$ cat src/rtl/otd_defs.svh
`ifndef OTD_DEFS_SVH
`define OTD_DEFS_SVH

// register map, byte addresses
`define OTD_ADDR_W          8
`define OTD_DATA_W          32
`define OTD_OFF_FIRST_ON    8'h00
`define OTD_OFF_FIRST_OFF   8'h04
`define OTD_OFF_SECOND_ON   8'h08
`define OTD_OFF_SECOND_OFF  8'h0c
`define OTD_OFF_RELAY_ON    8'h10
`define OTD_OFF_RELAY_OFF   8'h14
`define OTD_OFF_CTRL        8'h18
`define OTD_OFF_STAT        8'h1c
`define OTD_DLY_STRIDE      8'h08
`define OTD_DLY_OFF_STEP    8'h04

// delay settings, tenths of a second
`define OTD_DLY_W           10
`define OTD_DLY_MAX         10'h3e8
`define OTD_DLY_RST         10'h000

// control and status fields
`define OTD_CTRL_RST        3'h0
`define OTD_STAT_SRC_LSB    0
`define OTD_STAT_OUT_LSB    4

// timing: one setting step is 0.1 s, clock period 25 ns
`define OTD_STEP_NS         100000000
`define OTD_CLK_NS          25
`define OTD_N_OUT           3
`define OTD_N_OC            2
`define OTD_RELAY_IDX       2

`endif

$ cat src/rtl/otd_pkg.sv
package otd_pkg;
  typedef logic [9:0]  dly_t;   // delay setting in tenths of a second
  typedef logic [31:0] cnt_t;   // cycle count
  typedef logic [7:0]  addr_t;  // register byte address
  typedef logic [31:0] word_t;  // register data word
  typedef enum logic [0:0] {
    SRC_FUNC,
    SRC_RUN
  } src_sel_e;
endpackage : otd_pkg

$ cat src/rtl/dly_chan_if.sv
interface dly_chan_if;
  import otd_pkg::*;
  logic src;     // undelayed function level, active high
  cnt_t on_tgt;  // rising delay in clock cycles
  cnt_t off_tgt; // falling delay in clock cycles
  logic out;     // delayed level, active high

  modport ctl (output src, output on_tgt, output off_tgt, input out);
  modport chan (input src, input on_tgt, input off_tgt, output out);
endinterface : dly_chan_if

$ cat src/rtl/dly_chan.sv
module dly_chan (
  input  wire logic  clk_sys, // system clock
  input  wire logic  rst,     // async reset, active high
  dly_chan_if.chan   ch       // source, targets, delayed level
);
  import otd_pkg::*;

  cnt_t held_ff;
  cnt_t nxt_held;
  logic out_ff;
  logic nxt_out;
  cnt_t tgt;
  logic due;

  // target for the pending transition direction
  assign tgt = ch.src ? ch.on_tgt : ch.off_tgt; // RQ5
  assign due = (tgt == '0) || (held_ff == tgt - 32'h1); // RQ10

  // hold counter restarts whenever source matches output
  always_comb begin
    nxt_held = '0;
    if (ch.src != out_ff) begin
      nxt_held = (held_ff == '1) ? held_ff : held_ff + 32'h1; // RQ10
    end
  end

  always_ff @(posedge clk_sys or posedge rst) begin
    if (rst) begin
      held_ff <= '0;
    end else begin
      held_ff <= nxt_held;
    end
  end

  // output follows only once the new level is held long enough
  always_comb begin
    nxt_out = out_ff;
    if ((ch.src != out_ff) && due) begin
      nxt_out = ch.src; // RQ3 RQ4
    end
  end

  always_ff @(posedge clk_sys or posedge rst) begin
    if (rst) begin
      out_ff <= 1'b0;
    end else begin
      out_ff <= nxt_out;
    end
  end

  assign ch.out = out_ff;
endmodule : dly_chan

$ cat src/rtl/output_transition_delay.sv
// Functional notes
// RQ1: each of three outputs has own delays
// RQ2: delays span 0.1 to 100.0 seconds
// RQ3: rising edge delayed, short pulses suppressed
// RQ4: falling edge delayed, short gaps bridged
// RQ5: both delays apply to their edges
// RQ6: six settings, range 0 to 100.0, default 0
// RQ7: delays combine with any assigned function
// RQ8: run indicator asserted while motor driven
// RQ9: run indicator active low, open collector
// RQ10: restartable hold counter, zero passes immediately
//
// The plain strobed port and the placing of the registers were chosen for this implementation.
`include "otd_defs.svh"

module output_transition_delay #(
  parameter int unsigned STEP_CYCLES = `OTD_STEP_NS / `OTD_CLK_NS // cycles per 0.1 s
) (
  input  wire logic          clk_sys,    // system clock, 40 MHz
  input  wire logic          rst,        // async reset, active high
  input  wire otd_pkg::addr_t addr,      // register byte address
  input  wire otd_pkg::word_t wdata,     // register write data
  input  wire logic          wr_stb,     // write strobe
  input  wire logic          rd_stb,     // read strobe
  output      otd_pkg::word_t rdata,     // read data, cycle after strobe
  input  wire logic          run_active, // motor being driven
  input  wire logic [2:0]    fn_src,     // other assigned functions per output
  output      logic [1:0]    oc_out,     // open-collector level when driven
  output      logic [1:0]    oc_oe_n,    // open-collector enable, low sinks
  output      logic          relay_coil  // relay coil drive, active high
);
  import otd_pkg::*;

  localparam int unsigned NOUT = `OTD_N_OUT;
  localparam int unsigned NOC  = `OTD_N_OC;
  localparam int unsigned RLY  = `OTD_RELAY_IDX;

  dly_t             dly_ff [2*NOUT];
  logic [NOUT-1:0]  sel_ff;
  word_t            rdata_ff;
  word_t            nxt_rdata;
  logic [NOUT-1:0]  src;
  logic [NOUT-1:0]  dout;
  logic [NOC-1:0]   oe_n_ff;
  logic             coil_ff;
  cnt_t             on_tgt [NOUT];
  cnt_t             off_tgt [NOUT];

  // write to one delay setting, clamped to 100.0 s
  genvar gi;
  generate
    for (gi = 0; gi < 2*NOUT; gi++) begin : g_dly
      localparam addr_t OFF = addr_t'(gi * `OTD_DLY_OFF_STEP);
      always_ff @(posedge clk_sys or posedge rst) begin
        if (rst) begin
          dly_ff[gi] <= `OTD_DLY_RST; // RQ6
        end else if (wr_stb && addr == OFF) begin
          if (wdata[`OTD_DLY_W-1:0] > `OTD_DLY_MAX || |wdata[31:`OTD_DLY_W]) begin
            dly_ff[gi] <= `OTD_DLY_MAX; // RQ2 RQ6
          end else begin
            dly_ff[gi] <= wdata[`OTD_DLY_W-1:0];
          end
        end
      end

    end
  endgenerate

  // source selection register
  always_ff @(posedge clk_sys or posedge rst) begin
    if (rst) begin
      sel_ff <= `OTD_CTRL_RST;
    end else if (wr_stb && addr == `OTD_OFF_CTRL) begin
      sel_ff <= wdata[NOUT-1:0];
    end
  end

  // read mux
  always_comb begin
    nxt_rdata = '0;
    case (addr)
      `OTD_OFF_FIRST_ON:   nxt_rdata = {22'h0, dly_ff[0]};
      `OTD_OFF_FIRST_OFF:  nxt_rdata = {22'h0, dly_ff[1]};
      `OTD_OFF_SECOND_ON:  nxt_rdata = {22'h0, dly_ff[2]};
      `OTD_OFF_SECOND_OFF: nxt_rdata = {22'h0, dly_ff[3]};
      `OTD_OFF_RELAY_ON:   nxt_rdata = {22'h0, dly_ff[4]};
      `OTD_OFF_RELAY_OFF:  nxt_rdata = {22'h0, dly_ff[5]};
      `OTD_OFF_CTRL:       nxt_rdata = {29'h0, sel_ff};
      `OTD_OFF_STAT:       nxt_rdata = {25'h0, dout, 1'b0, src};
      default:             nxt_rdata = '0;
    endcase
  end

  // read data stand only in the cycle after the strobe
  always_ff @(posedge clk_sys or posedge rst) begin
    if (rst) begin
      rdata_ff <= '0;
    end else if (rd_stb) begin
      rdata_ff <= nxt_rdata;
    end else begin
      rdata_ff <= '0;
    end
  end

  assign rdata = rdata_ff;

  // one delay channel per output
  generate
    for (gi = 0; gi < NOUT; gi++) begin : g_chan
      dly_chan_if chif ();
      // any function may feed the delays
      assign src[gi] = (sel_ff[gi] == SRC_RUN) ? run_active : fn_src[gi]; // RQ7 RQ8
      assign on_tgt[gi]  = 32'(dly_ff[2*gi]) * 32'(STEP_CYCLES); // RQ1
      assign off_tgt[gi] = 32'(dly_ff[2*gi+1]) * 32'(STEP_CYCLES); // RQ1
      assign chif.src     = src[gi];
      assign chif.on_tgt  = on_tgt[gi];
      assign chif.off_tgt = off_tgt[gi];
      assign dout[gi]     = chif.out;
      dly_chan u_chan (
        .clk_sys (clk_sys),
        .rst     (rst),
        .ch      (chif)
      );
    end
  endgenerate

  // open-collector pins sink to ground when asserted
  always_ff @(posedge clk_sys or posedge rst) begin
    if (rst) begin
      oe_n_ff <= '1;
    end else begin
      oe_n_ff <= ~dout[NOC-1:0]; // RQ9
    end
  end

  // relay coil follows the third channel
  always_ff @(posedge clk_sys or posedge rst) begin
    if (rst) begin
      coil_ff <= 1'b0;
    end else begin
      coil_ff <= dout[RLY];
    end
  end

  assign oc_out     = '0;
  assign oc_oe_n    = oe_n_ff;
  assign relay_coil = coil_ff;
endmodule : output_transition_delay

$ cat config.mk
export PLATFORM = sky130hd
export DESIGN_NAME = output_transition_delay
export DESIGN_NICKNAME = d
export VERILOG_FILES = /design/src/rtl/otd_pkg.sv /design/src/rtl/dly_chan_if.sv /design/src/rtl/dly_chan.sv /design/src/rtl/output_transition_delay.sv
export VERILOG_INCLUDE_DIRS = /design/src /design/src/rtl
export SDC_FILE = /design/constraint.sdc
export NUM_CORES = 1
export LEC_CHECK = 0
export BUFFER_PORTS_ARGS = -buffer_cell sky130_fd_sc_hd__buf_2
export CORE_MARGIN = 5
export CORE_UTILIZATION = 45
export CTS_CLUSTER_SIZE = 8
export DETAILED_ROUTE_END_ITERATION = 12
export GPL_TIMING_DRIVEN = 0
export PLACE_DENSITY = 0.72
export SLEW_MARGIN = 30
export SYNTH_ARGS = -nofsm -noshare
export SYNTH_HDL_FRONTEND = slang
export SYNTH_SLANG_ARGS = --single-unit
$ cat constraint.sdc
create_clock -name clk_sys -period 12.3 [get_ports clk_sys]
set_input_delay 3.075 -clock clk_sys [delete_from_list [all_inputs] [get_ports clk_sys]]
set_output_delay 3.075 -clock clk_sys [all_outputs]
set_load 0.05 [all_outputs]
# --- Word-level counts from Yosys, hierarchy flattened ---
# Index checks and enable logic that the tools add are counted.
word_totals:
  out_inout_bits: 37
  wordCells: 83
  register_bits: 197
op_classes:
  n_addsub: 6
  bitwise: 1
  mux: 15
  n_reduce_logical: 19
  n_mul: 6
  n_eq_ne: 19
  magnitude_cmp: 1
ops:
  columns: ["operator", "count"]
  rows:
  - ["$mux W32", 10]
  - ["$mul A10 B14 Y24 const B", 6]
  - ["$add A32 B1 Y32 const B", 3]
  - ["$eq A32 B32 Y1", 3]
  - ["$eq A32 B32 Y1 const B", 3]
  - ["$logic_not A32 Y1", 3]
  - ["$sub A32 B1 Y32 const B", 3]
  - ["$pmux W10 S8", 1]
  - ["$eq A8 B5 Y1 const B", 4]
  - ["$reduce_or A22 Y1", 1]
  - ["$eq A8 B4 Y1 const B", 2]
  - ["$gt A10 B10 Y1 const B", 1]
  - ["$logic_and A1 B1 Y1", 10]
  - ["$mux W10", 1]
  - ["$eq A8 B3 Y1 const B", 1]
  - ["$logic_not A8 Y1", 1]
  - ["$ne A2 B2 Y1 const B", 3]
  - ["$logic_or A1 B1 Y1", 4]
  - ["$mux W1", 3]
  - ["$ne A1 B1 Y1", 3]
  - ["$not A2 Y2", 1]

# --- Longest topological paths before layout ---
depth:
  word_depth: 6
  depth_mapped: 23

# --- Hierarchy ---
# A second synthesis with hierarchy kept.
hier_totals:
  hier_cells: 2967
  hier_area_um2: 26785.7
by_module_without_submodules:
  columns: ["module", "cells_each", "instances", "area_per_inst_um2"]
  rows:
  - ["output_transition_delay", 1782, 1, 16749.8]
  - ["dly_chan at g_chan[1].u_chan ...", 400, 2, 3355.7]
  - ["dly_chan at g_chan[0].u_chan", 385, 1, 3324.4]

# --- Worst setup path after synthesis ---
# OpenSTA, ideal clock, no wires.
synth_path:
  path_kind: "input to register"
  start: "in fn_src[0]"
  end: "reg g_chan[0].u_chan.out_ff"
  arrival_time_ns: 6.358
  n_path_buf: 4
  required_ns: 12.219
  setup_slack_ns: 5.861
  path_stages: 17
  setup_time_ns: 0.081
  cell_sequence: "mux2_4 buf_6 buf_4 buf_4 a21oi_1 ha_1 nand2_4 nor3_2 and2_1 buf_2 nand3_2 or4b_1 o311a_1 nand2_1 o2111ai_1 a221oi_2 mux2i_1"
synth_via:
  elab_chain_len: 6
synth_lines:
  columns: ["element", "line_no", "rtl"]
  rows:
  - ["from (decl)", "output_transition_delay.sv:27", "input wire logic [2:0] fn_src,"]
  - ["$mux W1 *", "output_transition_delay.sv:112", "assign src[gi] = (sel_ff[gi] == SRC_RUN) ? run_active : fn_src[gi];"]
  - ["$mux W32", "dly_chan.sv:16", "assign tgt = ch.src ? ch.on_tgt : ch.off_tgt;"]
  - ["$sub A32 B1 Y32", "dly_chan.sv:17", "assign due = (tgt == '0) || (held_ff == tgt - 32'h1);"]
  - ["$eq A32 B32 Y1", "dly_chan.sv:17", null]
  - ["$logic_or A1 B1 Y1", "dly_chan.sv:17", null]
  - ["$logic_and A1 B1 Y1", "dly_chan.sv:38", "if ((ch.src != out_ff) && due) begin"]
  - ["to (signal assigned)", "dly_chan.sv:47", "out_ff <= nxt_out;"]
  - ["to (decl)", "dly_chan.sv:10", "logic out_ff;"]
# Mark *: on every way between the ends. The rest lies on a longest branch, timed or not.
# A chain may end at the register's enable or synchronous reset.

# --- Worst setup path in the final report ---
layout_path:
  start: "in run_active"
  end: "reg g_chan[0].u_chan.out_ff"
layout_via:
  elab_chain_len: 6
layout_lines:
  columns: ["element", "line_no", "rtl"]
  rows:
  - ["from (decl)", "output_transition_delay.sv:26", "input wire logic run_active,"]
  - ["$mux W1 *", "output_transition_delay.sv:112", null]
  - ["$mux W32", "dly_chan.sv:16", null]
  - ["$sub A32 B1 Y32", "dly_chan.sv:17", null]
  - ["$eq A32 B32 Y1", "dly_chan.sv:17", null]
  - ["$logic_or A1 B1 Y1", "dly_chan.sv:17", null]
  - ["$logic_and A1 B1 Y1", "dly_chan.sv:38", null]
# Marked as above.

==> results_dict.tcl <==
set metrics [dict create \
    status "completed" \
    viasPerCell 5.60 \
    cp-end-kind "register" \
    drc 0 \
    p_int_mw 1.36 \
    min_path_type "register to register" \
    drt_iter0_drc 1652 \
    finalClockSkew_ns 0.0172 \
    critPathLaunchType "input port" \
    power-per-cell-area_nw_per_um2 87.3 \
    fin_util 0.487 \
    multi_input_area_um2 19800 \
    fillers 5411 \
    period_minus_slack_ns 7.37 \
    use_met2 0.320 \
    synth_seq_cells 175 \
    grt_pass1_wl_mm 104 \
    use_met3 0.0342 \
    setup_tns_ns 0 \
    dr.pass1.iters 6 \
    synth_async_sr_flop_share 1.00 \
    yosysTopAreaCell "ha_1" \
    worstPathRequired_ns 12.71 \
    timing_hold_violations_final 0 \
    cts_tree "yes" \
    nNetsFinal 3653 \
    rsz0062_at_grt "false" \
    clock-sinks 175 \
    placed_cells 3757 \
    yosysUniqueCellTypes 114 \
    num_rows 88 \
    synthCells 2907 \
    finalSetupViolCount 0 \
    holdBufCountCts 0 \
    synth_flop_cell "dfrtp_1" \
    layoutNonFillerInstCount 3790 \
    place_congestion 0.873 \
    p_sw_mw 1.08 \
    p_clk_frac 0.242 \
    cts_root_buf "clkbuf_16" \
    grt_max_degree 84 \
    core_area_um2 57400 \
    worstMarginPinSlew_ns 0.944 \
    clk_latency_ns 0.49 \
    power_frac_comb 0.481 \
    vias 21200 \
    netSwitchingFraction 0.441 \
    syn2layout_area_growth_pct 7.83 \
    crit_type "input port to register" \
    crit_arrival_ns 7.78 \
    io_pins 85 \
    grt_use_met1 0.280 \
    ff_latch_area_um2 4380 \
    synth_edf_count 0 \
    synth_top_area_frac 0.214 \
    drt-wirelength-per-cell_um 16.4 \
    seq_area_frac_synth 0.169 \
    routed_wl_mm 62.3 \
    drive_gt1_frac 0.0721 \
    ir_drop_uv 114 \
    clk_path_buf_depth 2 \
    slew_violations 0 \
    syn_avg_cell_area_um2 8.91 \
    busiest_layer "met2" \
    grt_pass1_vias 20500 \
    start_util 0.452 \
    seqPwrFrac 0.277 \
    antenna_found_initial 7 \
    min_period_over_period 0.600 \
    h-tree-depth 4 \
    drv_cap 0 \
    gr-total-overflow 0 \
    ys_top_cells_by_area "ha_1 21%, dfrtp_1 17%, fa_1 12%, inv_1 5.3%, xnor2_1 5.0%" \
    ant_nets 0 \
    gr-usage-all-layers 0.199 \
    die_area_um2 62500 \
    fmax_mhz 136 \
    slew_headroom 0.352 \
    clk_pin_slew_ns 0.08 \
    leakagePower_nw 14.5 \
    post-dp-hpwl_mm 50.2 \
    die_h_um 250 \
    numPortBuffers 60 \
    die_w_um 250 \
    cp_max_fo 10 \
    cts_buffers 17 \
    cts_resized 0 \
    ys.warnings.count 0 \
    syn_area_um2 25900 \
    cts_setup_buffers 0 \
]
Yosys cell counts (11+ instances only):
cell and number:
ha_1 444, inv_1 367, nand2_1 190, nor2_1 180, dfrtp_1 173, fa_1 150, xnor2_1 148, o21ai_0 123
xor2_1 118, a21oi_1 98, nand3_1 75, mux2i_1 64, nor3_1 60, clkbuf_1 49, nand4_1 48, and3_1 42
a22oi_1 35, a21o_1 33, or3_1 31, and2_1 28, nor4_1 28, buf_4 26, a31oi_1 24, nand2b_1 22
and4_1 18, nand3b_1 17, a211oi_1 15, a221oi_1 15, nor2b_1 14, mux2_2 13, o21a_1 12, buf_2 11
nor3b_1 11, o2111ai_1 11, o211ai_1 11, or2_2 11
sequential cells by signal (all words and copies together) (netlist names):
| signal | count |
|---|---|
| g_chan.u_chan.ch.out | 3 |
| g_chan.u_chan.held_ff | 96 |
| sel_ff | 3 |
| rdata | 10 |
| relay_coil | 1 |
| oc_oe_n | 2 |
| dly_ff | 60 |
metal layers:
metal | part of all wire | up-vias | wire [µm]
met1 | 0.46 | 10200 | 28800
li1 | - | 10400 | -
met2 | 0.45 | 532 | 28300
met4 | 0.020 | 6 | 1270
met5 | 0.00072 | - | 45
met3 | 0.062 | 92 | 3850
per-stage QoR:
stage | hold WS [ns] | worst slack, ns | area (µm²) | power (mW)
3_3_place_gp | 0.518 | 1.98 | 27300 | 1.83
4_1_cts | 0.544 | 5.06 | 27900 | 2.45
3_5_place_dp | 0.525 | 4.53 | 27300 | 1.85
6_report | 0.534 | 4.93 | 27900 | 2.44
5_1_grt | 0.565 | 4.70 | 27900 | 2.63
2_1_floorplan | 0.394 | 4.48 | 26000 | 1.57
path summary, 6_finish.rpt:
kind,start,to,slack (ns),depth (start not counted)
worst max-delay path,run_active,g_chan[0].u_chan.ch.out$_DFFE_PP0P_,4.93,18
worst min register to register,g_chan[0].u_chan.held_ff[7]$_DFFE_PP0P_,g_chan[0].u_chan.held_ff[7]$_DFFE_PP0P_,0.53,2
worst max register to register,dly_ff[11]$_DFFE_PP0P_,g_chan[2].u_chan.ch.out$_DFFE_PP0P_,5.24,23
max in group asynchronous,rst,oc_oe_n[0]$_DFF_PP1_,8.65,4
min in group asynchronous,rst,g_chan[1].u_chan.held_ff[4]$_DFFE_PP0P_,2.52,2
worst min-delay path,g_chan[0].u_chan.held_ff[7]$_DFFE_PP0P_,g_chan[0].u_chan.held_ff[7]$_DFFE_PP0P_,0.53,2
power by group through the flow:
stage / clock network, mW / logic [mW] / registers (mW)
final: 0.590 / 1.17 / 0.676
after CTS: 0.599 / 1.18 / 0.675
after floorplan: 0 / 0.896 / 0.674
after detailed placement: 0 / 1.16 / 0.687
after global routing: 0.619 / 1.33 / 0.680
after global placement: 0 / 1.14 / 0.686
layout by cell type, fill, tap and decap left out, drive strengths merged, types with 25 or more instances in the layout:
cell type  netlist  routed
nand3           77      77
xnor2          148     148
a21o            33      33
nand4           48      48
xor2           118     118
a22oi           35      35
ha             444     444
inv            367     376
and3            42      42
nor4            29      29
clkbuf          49      66
fa             150     150
nor3            65      65
a31oi           25      25
and2            30      30
nor2           180     180
a21oi           99      99
o21ai          129     129
buf             42     104
mux2i           71      71
dfrtp          173     173
nand2          192     192
or3             32      32
cells by family (layout without fill, tap and decap cells):
family,count (synthesis),in the layout,share of synthesized area
multiplexers,86,86,0.0365
adder cells (fa/ha/maj),594,594,0.330
AND/OR/NAND/NOR,817,817,0.165
other,1,25,0.000145
AO/OA/AOI/OAI,507,507,0.136
flip-flops,175,175,0.169
XOR/XNOR,269,269,0.0926
buffers and inverters,458,552,0.0712
cell type report:
cell class | count | share of cell area
inverter | 367 | 0.0496
tap | 765 | 0.0343
buffer | 91 | 0.0167
clock buffer | 17 | 0.0152
clock inverter | 15 | 0.00672
timing repair buffer | 62 | 0.0127
sequential | 175 | 0.157
multi-input combinational | 2297 | 0.708
antenna | 1 | 0.0000896
worst max-delay path: stages:
cell	delay [ns]
buf_2	0.25
mux2_4	0.24
buf_6	0.18
buf_4	0.23
clkbuf_1	0.63
nor2_1	0.10
a21oi_1	0.28
ha_1	0.29
nand2_4	0.13
nor2_1	0.15
xnor2_1	0.08
nor4_1	0.32
nand4_1	0.16
or4_1	0.48
nor4_1	0.38
o2111ai_1	0.25
a221oi_2	0.35
mux2i_1	0.20
Power figures use the tool's default switching activity.
